`src/flash_seq_defs.svh`:
```
// offsets, field positions, command codes and timing counts of the sequencer
`ifndef FLASH_SEQ_DEFS_SVH
`define FLASH_SEQ_DEFS_SVH

`define ADDR_CTRL 8'h00
`define ADDR_PTR 8'h04
`define ADDR_DATA 8'h08
`define ADDR_STAT 8'h0C

`define CMD_LOAD 5'h01
`define CMD_ERASE 5'h03
`define CMD_WRITE 5'h05
`define CMD_READ_FUSE_LOCK_SELECT 5'h09
`define CMD_CLEAR_BUFFER_CMD 5'h11
`define BIT_SPMEN 0

`define WORD_LSB 1
`define WORD_MSB 4
`define PAGE_LSB 5
`define PAGE_MSB 9
`define FLASH_ABITS 10
`define LAST_WORD 4'hF
`define ERASED_WORD 16'hFFFF

`define SPM_WINDOW 3'h4
`define LPM_MIN_WIN 3'h1

`define PTR_LOCK 16'h0001
`define PTR_FUSE_LO 16'h0000
`define PTR_FUSE_HI 16'h0003
`define LOCK_PAD 6'h3F
`define NO_FUSE_BYTE 8'hFF

`define PROG_TIME_NS 3700000
`define CLK_PERIOD_NS 8
`define PROG_CYCLES ((`PROG_TIME_NS + `CLK_PERIOD_NS - 1) / `CLK_PERIOD_NS)

`endif

```
`src/flash_seq_pkg.sv`:
```
// types shared by the sequencer modules
package flash_seq_pkg;
  typedef enum logic [1:0] {ST_IDLE, ST_ERASE, ST_STREAM, ST_WRITE} seq_state_type;
endpackage

```
`src/page_buf_if.sv`:
```
// link between sequencer control and the temporary page buffer
`timescale 1ns/10ps
`default_nettype none
interface page_buf_if;
  logic load;
  logic [3:0] load_idx;
  logic [15:0] load_data;
  logic clear;
  logic [3:0] rd_idx;
  logic [15:0] rd_data;
  logic any_valid;
  modport ctrl (output load, load_idx, load_data, clear, rd_idx, input rd_data, any_valid);
  modport store (input load, load_idx, load_data, clear, rd_idx, output rd_data, any_valid);
endinterface
`default_nettype wire

```
`src/flash_self_program_sequencer.sv`:
```
// self-programming sequencer: control registers, command window, erase, write, fuse reads
// Operation
// (RULE1) store-to-program ignored unless the self-program fuse input is zero
// (RULE2) software erases a page before writing it; buffer fill before or after erase
// (RULE3) buffer words may be loaded in any order
// (RULE4) control 00000011 then store within four cycles erases the pointer's page
// (RULE5) erase ignores the data pair and pointer bits outside the page field
// (RULE6) core halted for the whole page erase
// (RULE7) control 00000001 then store within four cycles loads data at word field
// (RULE8) buffer cleared after page write, on clear command and on reset
// (RULE9) software never loads one buffer word twice without clearing
// (RULE10) eeprom write start during loading discards the buffer
// (RULE11) control 00000101 then store within four cycles writes the page
// (RULE12) core halted for the whole page write; data pair ignored
// (RULE13) pointer low bits select word, high bits select page, decoded per operation
// (RULE14) load-from-program uses pointer bit zero as byte select
// (RULE15) eeprom write busy blocks all programming and fuse or lock reads
// (RULE16) software checks eeprom busy before writing the control register
// (RULE17) load within three cycles of fuse-read select returns fuse or lock byte
// (RULE18) select and enable clear after the read or when windows expire
// (RULE19) with select and enable clear, loads return flash bytes
// (RULE20) pointer 0001 lock, 0000 fuse low, 0003 fuse high byte
// (RULE21) lock read: second lock bit at bit 1, first at bit 0
// (RULE22) control bits: clear 4, fuse read 3, write 2, erase 1, enable 0
// (RULE23) control writes other than valid commands have no effect
// (RULE24) erase and write last between 3.7 ms and 4.5 ms
// (RULE25) four-cycle window restarts on control write; expiry clears the command
// (RULE26) enable stays set while erase or write is busy; a clear command written in the starting store's cycle clears it
`timescale 1ns/10ps
`default_nettype none
`include "flash_seq_defs.svh"
module flash_self_program_sequencer
  import flash_seq_pkg::*;
#(
  parameter int unsigned PROG_CYCLES = `PROG_CYCLES
) (
  // clock and reset
  input wire logic pclk,
  input wire logic presetn,
  // apb slave
  input wire logic psel,
  input wire logic penable,
  input wire logic pwrite,
  input wire logic [7:0] paddr,
  input wire logic [31:0] pwdata,
  output logic [31:0] prdata,
  output logic pready,
  output logic pslverr,
  // core instructions
  input wire logic spm_req,
  input wire logic lpm_req,
  output logic core_halt,
  output logic [7:0] lpm_data,
  output logic lpm_valid,
  // fuses, lock bits and eeprom status
  input wire logic self_program_fuse_n,
  input wire logic [1:0] lock_bits,
  input wire logic [7:0] fuse_low_byte,
  input wire logic [7:0] fuse_high_byte,
  input wire logic eeprom_write_busy,
  // flash array
  output logic [9:0] flash_rd_addr,
  input wire logic [7:0] flash_rd_byte,
  output logic flash_erase,
  output logic flash_wr_en,
  output logic [3:0] flash_wr_word,
  output logic [15:0] flash_wr_data,
  output logic [4:0] flash_page
);

  ////////////////////////////////////////////////////////////////////////////////
  // decode helpers

  function automatic logic mapped(input logic [7:0] a);
    return a == `ADDR_CTRL || a == `ADDR_PTR || a == `ADDR_DATA || a == `ADDR_STAT;
  endfunction

  function automatic logic valid_cmd(input logic [4:0] c);
    return c == `CMD_LOAD || c == `CMD_ERASE || c == `CMD_WRITE || c == `CMD_READ_FUSE_LOCK_SELECT ||
      c == `CMD_CLEAR_BUFFER_CMD;
  endfunction

  function automatic logic [7:0] fuse_byte(input logic [15:0] ptr, input logic [1:0] lb,
    input logic [7:0] flo, input logic [7:0] fhi);
    case (ptr)
      `PTR_LOCK: return {`LOCK_PAD, lb}; // RULE21
      `PTR_FUSE_LO: return flo;
      `PTR_FUSE_HI: return fhi;
      default: return `NO_FUSE_BYTE;
    endcase
  endfunction

  ////////////////////////////////////////////////////////////////////////////////
  // state

  logic [4:0] ctrl;
  logic [15:0] pointer;
  logic [15:0] data_pair;
  logic [2:0] win;
  seq_state_type state;
  logic [3:0] stream_idx;
  logic ee_prev;
  logic op_start;
  logic op_done;
  logic access;
  logic wr_ctrl;
  logic cmd_ok;
  logic idle;
  logic spm_ok;
  logic go_erase;
  logic go_write;
  logic fuse_mode;
  logic [31:0] read_mux;

  page_buf_if bif ();

  page_buffer u_buf (
    .pclk(pclk),
    .presetn(presetn),
    .bif(bif)
  );

  op_timer #(.CYCLES(PROG_CYCLES)) u_timer (
    .pclk(pclk),
    .presetn(presetn),
    .start(op_start),
    .done(op_done)
  );

  ////////////////////////////////////////////////////////////////////////////////
  // command qualification

  assign access = psel && penable && pready;
  assign idle = (state == ST_IDLE);
  // control is frozen while busy or while the eeprom writes
  assign wr_ctrl = access && pwrite && paddr == `ADDR_CTRL && idle && !eeprom_write_busy; // RULE15
  assign cmd_ok = valid_cmd(pwdata[4:0]); // RULE23
  assign spm_ok = spm_req && idle && win != 3'h0 && ctrl[`BIT_SPMEN] &&
    !self_program_fuse_n && !eeprom_write_busy; // RULE1 RULE15
  assign go_erase = spm_ok && ctrl == `CMD_ERASE; // RULE4
  assign go_write = spm_ok && ctrl == `CMD_WRITE; // RULE11
  assign fuse_mode = ctrl == `CMD_READ_FUSE_LOCK_SELECT && win > `LPM_MIN_WIN && !eeprom_write_busy; // RULE17 RULE15
  assign op_start = go_erase || (state == ST_STREAM && stream_idx == `LAST_WORD); // RULE24

  ////////////////////////////////////////////////////////////////////////////////
  // buffer connections

  assign bif.load = spm_ok && ctrl == `CMD_LOAD; // RULE7
  assign bif.load_idx = pointer[`WORD_MSB:`WORD_LSB]; // RULE13 RULE14
  assign bif.load_data = data_pair; // RULE7
  assign bif.rd_idx = stream_idx;
  assign bif.clear = (wr_ctrl && pwdata[4:0] == `CMD_CLEAR_BUFFER_CMD) || // RULE8
    (state == ST_WRITE && op_done) || // RULE8
    (eeprom_write_busy && !ee_prev); // RULE10

  ////////////////////////////////////////////////////////////////////////////////
  // control register and command window

  always_ff @(posedge pclk or negedge presetn) begin
    if (!presetn) begin
      ctrl <= 5'h00;
      win <= 3'h0;
    end else if (wr_ctrl && cmd_ok) begin
      // clear command acts at once and leaves nothing armed
      ctrl <= (pwdata[4:0] == `CMD_CLEAR_BUFFER_CMD) ? 5'h00 : pwdata[4:0]; // RULE22
      win <= (pwdata[4:0] == `CMD_CLEAR_BUFFER_CMD) ? 3'h0 : `SPM_WINDOW; // RULE25
    end else if (!idle) begin
      win <= 3'h0;
      if (op_done) begin
        ctrl <= 5'h00; // RULE26
      end
    end else if (go_erase || go_write) begin
      win <= 3'h0; // RULE26
    end else if (spm_ok || (lpm_req && fuse_mode) || win == 3'h1) begin
      ctrl <= 5'h00; // RULE18 RULE25
      win <= 3'h0;
    end else if (win != 3'h0) begin
      win <= win - 3'h1; // RULE25
    end
  end

  ////////////////////////////////////////////////////////////////////////////////
  // pointer and data pair

  always_ff @(posedge pclk or negedge presetn) begin
    if (!presetn) begin
      pointer <= 16'h0000;
    end else if (access && pwrite && paddr == `ADDR_PTR) begin
      pointer <= pwdata[15:0];
    end
  end

  always_ff @(posedge pclk or negedge presetn) begin
    if (!presetn) begin
      data_pair <= 16'h0000;
    end else if (access && pwrite && paddr == `ADDR_DATA) begin
      data_pair <= pwdata[15:0];
    end
  end

  assign flash_rd_addr = pointer[`FLASH_ABITS-1:0]; // RULE14

  always_ff @(posedge pclk or negedge presetn) begin
    if (!presetn) begin
      ee_prev <= 1'b0;
    end else begin
      ee_prev <= eeprom_write_busy;
    end
  end

  ////////////////////////////////////////////////////////////////////////////////
  // erase and write sequence

  always_ff @(posedge pclk or negedge presetn) begin
    if (!presetn) begin
      state <= ST_IDLE;
    end else begin
      case (state)
        ST_IDLE: begin
          if (go_erase) begin
            state <= ST_ERASE; // RULE4
          end else if (go_write) begin
            state <= ST_STREAM; // RULE11
          end
        end
        ST_STREAM: begin
          if (stream_idx == `LAST_WORD) begin
            state <= ST_WRITE;
          end
        end
        ST_ERASE, ST_WRITE: begin
          if (op_done) begin
            state <= ST_IDLE;
          end
        end
        default: begin
          state <= ST_IDLE;
        end
      endcase
    end
  end

  always_ff @(posedge pclk or negedge presetn) begin
    if (!presetn) begin
      stream_idx <= 4'h0;
    end else if (state == ST_STREAM) begin
      stream_idx <= stream_idx + 4'h1;
    end else begin
      stream_idx <= 4'h0;
    end
  end

  always_ff @(posedge pclk or negedge presetn) begin
    if (!presetn) begin
      core_halt <= 1'b0;
    end else if (go_erase || go_write) begin
      core_halt <= 1'b1; // RULE6 RULE12
    end else if (op_done) begin
      core_halt <= 1'b0;
    end
  end

  // page latched at the moment each operation starts, data pair never used
  always_ff @(posedge pclk or negedge presetn) begin
    if (!presetn) begin
      flash_page <= 5'h00;
      flash_erase <= 1'b0;
    end else begin
      flash_erase <= go_erase; // RULE4 RULE5
      if (go_erase || go_write) begin
        flash_page <= pointer[`PAGE_MSB:`PAGE_LSB]; // RULE13 RULE5
      end
    end
  end

  // the whole buffer is streamed; unloaded words go out erased
  always_ff @(posedge pclk or negedge presetn) begin
    if (!presetn) begin
      flash_wr_en <= 1'b0;
      flash_wr_word <= 4'h0;
      flash_wr_data <= 16'h0000;
    end else begin
      flash_wr_en <= (state == ST_STREAM); // RULE12
      flash_wr_word <= stream_idx;
      flash_wr_data <= bif.rd_data;
    end
  end

  ////////////////////////////////////////////////////////////////////////////////
  // load-from-program answers

  always_ff @(posedge pclk or negedge presetn) begin
    if (!presetn) begin
      lpm_valid <= 1'b0;
      lpm_data <= 8'h00;
    end else begin
      lpm_valid <= lpm_req;
      if (lpm_req) begin
        lpm_data <= fuse_mode ? // RULE17 RULE19
          fuse_byte(pointer, lock_bits, fuse_low_byte, fuse_high_byte) : // RULE20
          flash_rd_byte; // RULE14
      end
    end
  end

  ////////////////////////////////////////////////////////////////////////////////
  // apb slave, one wait state

  always_comb begin
    case (paddr)
      `ADDR_CTRL: read_mux = {27'h0, ctrl}; // RULE22
      `ADDR_PTR: read_mux = {16'h0, pointer};
      `ADDR_DATA: read_mux = {16'h0, data_pair};
      `ADDR_STAT: read_mux = {29'h0, bif.any_valid, eeprom_write_busy, !idle};
      default: read_mux = 32'h0;
    endcase
  end

  always_ff @(posedge pclk or negedge presetn) begin
    if (!presetn) begin
      pready <= 1'b0;
      prdata <= 32'h0;
      pslverr <= 1'b0;
    end else begin
      pready <= psel && penable && !pready;
      if (psel && penable && !pready) begin
        prdata <= pwrite ? 32'h0 : read_mux;
        pslverr <= !mapped(paddr);
      end
    end
  end
endmodule
`default_nettype wire

```
`src/page_buffer.sv`:
```
// temporary page buffer: one word per location, random order loads
`timescale 1ns/10ps
`default_nettype none
`include "flash_seq_defs.svh"
module page_buffer (
  // clock and reset
  input wire logic pclk,
  input wire logic presetn,
  // control side
  page_buf_if.store bif
);
  logic [15:0] mem [16];
  logic [15:0] valid;

  always_ff @(posedge pclk or negedge presetn) begin
    if (!presetn) begin
      valid <= 16'h0000; // RULE8
    end else if (bif.clear) begin
      valid <= 16'h0000; // RULE8
    end else if (bif.load && !valid[bif.load_idx]) begin
      valid[bif.load_idx] <= 1'b1; // RULE3
    end
  end

  // second load to a written word is dropped, first data kept
  always_ff @(posedge pclk) begin
    if (bif.load && !bif.clear && !valid[bif.load_idx]) begin
      mem[bif.load_idx] <= bif.load_data; // RULE3
    end
  end

  assign bif.rd_data = valid[bif.rd_idx] ? mem[bif.rd_idx] : `ERASED_WORD;
  assign bif.any_valid = |valid;
endmodule
`default_nettype wire

```
`src/op_timer.sv`:
```
// programming timer: one done pulse a fixed count after start
`timescale 1ns/10ps
`default_nettype none
`include "flash_seq_defs.svh"
module op_timer #(
  parameter int unsigned CYCLES = `PROG_CYCLES
) (
  // clock and reset
  input wire logic pclk,
  input wire logic presetn,
  // control
  input wire logic start,
  output logic done
);
  localparam int W = $clog2(CYCLES + 1);
  logic [W-1:0] cnt;

  always_ff @(posedge pclk or negedge presetn) begin
    if (!presetn) begin
      cnt <= '0;
      done <= 1'b0;
    end else begin
      done <= (cnt == W'(1)) && !start; // RULE24
      if (start) begin
        cnt <= W'(CYCLES); // RULE24
      end else if (cnt != '0) begin
        cnt <= cnt - W'(1);
      end
    end
  end
endmodule
`default_nettype wire

```
`config.mk`:
```
export PLATFORM = sky130hd
export DESIGN_NAME = flash_self_program_sequencer
export DESIGN_NICKNAME = d
export VERILOG_FILES = /design/src/flash_seq_pkg.sv /design/src/page_buf_if.sv /design/src/flash_self_program_sequencer.sv /design/src/page_buffer.sv /design/src/op_timer.sv
export VERILOG_INCLUDE_DIRS = /design/src
export SDC_FILE = /design/constraint.sdc
export NUM_CORES = 1
export LEC_CHECK = 0
export ABC_AREA = 0
export BUFFER_PORTS_ARGS = -buffer_cell sky130_fd_sc_hd__buf_2
export CAP_MARGIN = 20
export CORE_UTILIZATION = 33
export CTS_BUF_LIST = sky130_fd_sc_hd__clkbuf_4 sky130_fd_sc_hd__clkbuf_8
export CTS_CLUSTER_DIAMETER = 80
export CTS_CLUSTER_SIZE = 28
export DETAILED_ROUTE_END_ITERATION = 8
export SLEW_MARGIN = 0
export SYNTH_ARGS = -nofsm -noshare
export SYNTH_HDL_FRONTEND = slang
export SYNTH_SLANG_ARGS = --single-unit
export TNS_END_PERCENT = 50
```
`constraint.sdc`:
```
create_clock -name pclk -period 4 [get_ports pclk]
set_input_delay 0.2 -clock pclk [delete_from_list [all_inputs] [get_ports pclk]]
set_output_delay 0.2 -clock pclk [all_outputs]
set_load 0.01 [all_outputs]
```
# [Word-level counts from Yosys, hierarchy flattened]
# Memory sizes are Yosys's and may differ from the RTL's.
# Cells that the tools add are included.
[totals] register_bits=154 mem_bits_rw=256 inputBits=75 output_inout_bits=81 word_cells=158 n_memories=1
[memory_table] memory="u_buf.mem" depth=16 width=16 rd=1 rd_ports_with_merged_regs=0 write_ports=1 line_no="page_buffer.sv:12" text="logic [15:0] mem [16];"
[op_classes] addsub=3 order_cmp=4 eq_ne=26 muxes=37 bitwise=1 reduce_logical=65
[ops] operator="one-hot mux 16 bit (4 select lines)" count=1
[ops] operator="2-to-1 mux 16 bit" count=3
[ops] operator="2-to-1 mux 19 bit" count=2
[ops] operator="2-to-1 mux 32 bit" count=1
[ops] operator="logical AND 1 bit" count=30
[ops] operator="2-to-1 mux 5 bit" count=6
[ops] operator="one-hot mux 8 bit (3 select lines)" count=1
[ops] operator="== test 19 x 1 -> 1 bit, second input constant" count=1
[ops] operator="nonzero test 19 bit" count=1
[ops] operator="subtractor 19 x 1 -> 19 bit, second input constant" count=1
[ops] operator="2-to-1 mux 3 bit" count=6
[ops] operator="== test 16 x 1 -> 1 bit, second input constant" count=1
[ops] operator="== test 16 x 2 -> 1 bit, second input constant" count=1
[ops] operator="== test 8 x 4 -> 1 bit, second input constant" count=2
[ops] operator="zero test 16 bit" count=1
[ops] operator="OR 16 bit" count=1
[ops] operator="OR reduction 16 bit" count=1
[ops] operator="logical OR 1 bit" count=13
[ops] operator="== test 5 x 1 -> 1 bit, second input constant" count=2
[ops] operator="== test 5 x 2 -> 1 bit, second input constant" count=2
[ops] operator="== test 5 x 3 -> 1 bit, second input constant" count=2
[ops] operator="== test 5 x 4 -> 1 bit, second input constant" count=2
[ops] operator="< comparator 4 x 5 -> 1 bit, second input constant" count=2
[ops] operator="zero test 1 bit" count=9
[ops] operator="28 further kinds" count=44

# [Longest topological paths before layout]
[logic_depth] depth_word=14 depth_mapped=8 mapped_depth_nobuf=7

# [Hierarchy]
# A second synthesis with hierarchy kept.
[unflattened] hier_cells=970 area_unflattened_um2=16131.7
[modules_own_cells] mod="page_buffer" n_inst=1 cells_per_inst=472 area_per_inst_um2=10501.3 seq_area_each_um2=8087.8
[modules_own_cells] mod="flash_self_program_sequencer" n_inst=1 cells_per_inst=373 area_per_inst_um2=4436.8 seq_area_each_um2=2552.4
[modules_own_cells] mod="op_timer" n_inst=1 cells_per_inst=125 area_per_inst_um2=1193.6 seq_area_each_um2=500.5

# [Worst setup path after synthesis]
# No wires, ideal clock.
[synth_path] kind="register to register" startpoint="register win[0]" endpoint="memory u_buf.mem[12][0], enable pin" setup_time_ns=0.388 arrival_ns=2.522 required_time_ns=3.612 slack_ns=1.090 path_stages_with_launch=8 n_path_buf=0 period_less_slack_ns=2.910 path_cell_list="dfrtp_1 > inv_1 > ha_1 > nor2b_1 > or4b_4 > nor4_4 > nand2_1 > nor2_1"
[synth_via] elab_chain_cells=10
[synth_rtl] item="from (decl)" line_no="flash_self_program_sequencer.sv:99" text="logic [2:0] win;"
[synth_rtl] item="from (signal assigned)" line_no="flash_self_program_sequencer.sv:166" text="win <= (pwdata[4:0] == `CMD_CLEAR_BUFFER_CMD) ? 3'h0 : `SPM_WINDOW;"
[synth_rtl] item="from (signal assigned)" line_no="flash_self_program_sequencer.sv:178" text="win <= win - 3'h1;"
[synth_rtl] item="nonzero test 3 bit" line_no="flash_self_program_sequencer.sv:138" text="assign spm_ok = spm_req && idle && win != 3'h0 && ctrl[`BIT_SPMEN] &&"
[synth_rtl] item="logical AND 1 bit (4 in a row)" line_no="flash_self_program_sequencer.sv:138"
[synth_rtl] item="logical AND 1 bit (no source line)"
[synth_rtl] item="logical AND 1 bit (2 in a row)" line_no="page_buffer.sv:27" text="if (bif.load && !bif.clear && !valid[bif.load_idx]) begin"
[synth_rtl] item="2-to-1 mux 1 bit" line_no="page_buffer.sv:27"
[synth_rtl] item="2-to-1 mux 1 bit (not written as such)" line_no="page_buffer.sv:28" text="mem[bif.load_idx] <= bif.load_data;"
[synth_rtl] item="to (decl)" line_no="page_buffer.sv:12"
# Every way passes these cells.

# [Final worst setup path]
[layout_path] startpoint="register pointer[2]" endpoint="register lpm_data[5]"
[layout_via] elab_chain_cells=3 word_cells_on_any_way=5 classes_between="eq/ne: 2; mux: 2; reduce/logical: 1"
[layout_rtl] item="from (decl)" line_no="flash_self_program_sequencer.sv:97" text="logic [15:0] pointer;"
[layout_rtl] item="from (signal assigned)" line_no="flash_self_program_sequencer.sv:189" text="pointer <= pwdata[15:0];"
[layout_rtl] item="== test 16 x 2 -> 1 bit (tied with other cells)" line_no="flash_self_program_sequencer.sv:85" text="case (ptr)"
[layout_rtl] item="one-hot mux 8 bit (3 select lines) (*)" line_no="flash_self_program_sequencer.sv:85"
[layout_rtl] item="2-to-1 mux 8 bit (*)" line_no="flash_self_program_sequencer.sv:299" text="lpm_data <= fuse_mode ?"
[layout_rtl] item="to (signal assigned)" line_no="flash_self_program_sequencer.sv:299"
[layout_rtl] item="to (decl)" line_no="flash_self_program_sequencer.sv:53" text="output logic [7:0] lpm_data,"
# Mark *: on every way between the ends. The rest lies on a longest branch, timed or not.
# A chain may end at the register's enable or synchronous reset.

==> out/qor.yml <==
synth_edf_count: 256
path_common_cell: "dlygate4sd3_1"
timing.rr.end: "lpm_data[5]"
fp.dieH_um: 225
relSlewSlack: 0.404
timing.setup.tns_ps: 0
hp-class: "in2async"
routedWlPerCell_um: 19.8
crit_slowest_cell: "nor3_1"
synth_area_per_cell_sq_um: 15.4
path_max_fanout: 12
syn_area_sq_mm: 0.0164
post-cts-setup-buffer-count: 0
postSynthCellCount: 1069
worst_pin_slew_ps: 883
cts_buffer_depth: 3
cts_tree: "done"
reg2reg_slack_ps: 440
drive_gt1_frac: 0.242
ys_ff_latch: 394
fmax_ghz: 0.281
gr-total-overflow: 0
first_pass_iters: 5
final_nets: 1313
io_buffers: 123
async_flop_share: 0.350
total_power_w: 0.00669
clk_pin_slew_worst_paths_ps: 160
r2r-start: "pointer[2]"
cts_resized: 0
finalSetupViolations: 0
swShare: 0.223
grt_max_degree: 84
worstRegToRegCells: 7
areaGrowthSynthToFinish_pct: 14.1
critical_path_class: "reg2reg"
total_leakage_power_nw: 7.20
multi_input_area_sq_mm: 0.00483
htreeDepth: 1
combPwrFrac: 0.048
fp-row-count: 81
coreArea_sq_mm: 0.0490
dp_hpwl_mm: 24.8
floorplan.initialDensity: 0.335
cts_num_sinks: 394
wl_mm: 37.9
ys.flop_type: "edfxtp_1"
insertion_delay_ps: 610
regArea_sq_mm: 0.0111
yosysWarnings: 0
cp_data_arrival_time_ps: 4100
antenna_found_initial: 0
ir_worst_vdd_mv: 0.240
switchingPower_w: 0.00149
n_antenna_cell: 0
crit_path_end_kind: "flip-flop"
status: "completed"
finalHoldViolations: 0
drv_slew: 0
placed_area_sq_mm: 0.0177
via_per_inst: 4.95
vias: 9456
fill_cells: 4563
yosysSeqAreaShare: 0.679
period_share: 0.891
drt_iter0_drc: 724
required_ps: 4540
die_area_sq_mm: 0.0506
seqPwrFrac: 0.650
ctsHoldBuffers: 51
intPower_w: 0.00519
skew_ps: 46.1
io_pins: 156
gp_congestion: 0.783
path_cells: "nor4_1, nand4_1, nor3_1, a22oi_1, dlygate4sd3_1, a21oi_1, dlygate4sd3_1"
crit_path_max_incr_delay_ps: 640
netlist-cell-type-count: 70
powerDensity_mw_per_mm2: 357
grt_pass1_vias: 9698
rsz0062_at_grt: "no"
route.detailed.drc: 0
p_clk_frac: 0.302
ant_nets: 0
mostFrequentLayoutCell: "edfxtp_1"
design_area_sq_mm: 0.0187
fin_crit_ps: 3560
grtUsageTotal: 0.152
grt_pass1_wl_mm: 59.0
clock-root-buffer: "clkbuf_8"
final_cell_mix: "edfxtp_1 (256), dfrtp_1 (136), buf_2 (123)"
die_x_um: 225
cts_buffers: 20
worst_setup_path_start_kind: "flip-flop"
drv_cap: 0
==> logic make-up after synthesis <==
group / Yosys count / share of synthesized area
AO/OA/AOI/OAI: 190 / 0.0755
XOR/XNOR: 17 / 0.00907
adder cells (fa/ha/maj): 7 / 0.00518
buffers and inverters: 95 / 0.0303
flip-flops: 394 / 0.679
multiplexers: 146 / 0.128
other: 1 / 0.000229
AND/OR/NAND/NOR: 219 / 0.0730
==> flip-flops by register name, summed over array words and instances (netlist names), 2 cells and up <==
register,flops
flash_page,5
bif.rd_idx,4
lpm_data,8
bif.load_data,16
pointer,16
u_buf.valid,16
state,2
win,3
flash_wr_data,16
u_timer.cnt,19
flash_wr_word,4
u_buf.mem,256
ctrl,5
prdata,16
==> area by class of cell <==
type / instances / share of cell area
timing repair buffer: 203 / 0.0727
sequential: 394 / 0.595
clock buffer: 27 / 0.0178
inverter: 18 / 0.00361
tap: 664 / 0.0444
clock inverter: 9 / 0.00802
multi-input combinational: 595 / 0.258
==> cell usage after synthesis, drive strengths merged, types with 9 or more instances <==
cell	count	area share
buf	47	0.019
mux4	46	0.063
nand3	22	0.0067
mux2	50	0.034
nor2b	9	0.0034
edfxtp	256	0.47
a22oi	33	0.015
dfrtp	138	0.21
o21a	22	0.010
nand2	52	0.012
or2	10	0.0038
mux2i	50	0.030
inv	17	0.0039
a21oi	38	0.012
a221oi	17	0.0091
nor2	64	0.015
o21ai	62	0.019
xor2	11	0.0059
nor4	17	0.0098
clkbuf	30	0.0069
==> power groups by stage <==
| stage | logic [W] | clock network [W] | registers (W) |
|---|---|---|---|
| CTS | 0.000321 | 0.00211 | 0.00435 |
| finish | 0.000319 | 0.00202 | 0.00435 |
| detailed placement | 0.000278 | 0 | 0.00444 |
| global placement | 0.000268 | 0 | 0.00444 |
| global route | 0.000356 | 0.00224 | 0.00435 |
| floorplan | 0.000167 | 0 | 0.00444 |
==> critical path: cells and delay by family (launching register included) <==
kind | cells | cell delay [ps]
AO/OA/AOI/OAI | 2 | 340
AND/OR/NAND/NOR | 3 | 1370
buffers and inverters | 2 | 1160
flip-flops | 1 | 620
==> layer usage <==
layer  track usage  vias to the layer above  part of all wire  routed length, um
li1              -                     4357                 -                  -
met1         0.215                     4859              0.46              17400
met2         0.249                      206              0.48              18300
met3        0.0189                       34             0.044               1670
met4        0.0373                        0             0.016                592
met5             0                        -                 0                  0
==> how the worst max path moves through the flow <==
stage	start	end	slack (ps)	depth (start not counted)
after floorplan	win[0]	u_buf.mem[12][0]	1090	7
after global placement	win[0]	u_buf.mem[12][13]	1200	8
after detailed placement	win[0]	u_buf.mem[12][13]	1170	8
after CTS	pointer[14]	lpm_data[2]	320	7
after global routing	pointer[2]	lpm_data[5]	200	7
final	pointer[2]	lpm_data[5]	440	7
==> through the flow <==
step / util / setup slack (ps) / hold WS (ps) / instances
after floorplan: - / 1090 / -95.6 / 1084
after CTS: 0.382 / 320 / 142 / 1909
after global routing: 0.382 / 202 / 176 / 1910
after detailed placement: 0.362 / 1170 / 302 / 1822
after global placement: 0.362 / 1200 / 294 / 1822
final: 0.382 / 438 / 174 / 1910
Note: power is estimated with default switching activity, not from simulation.
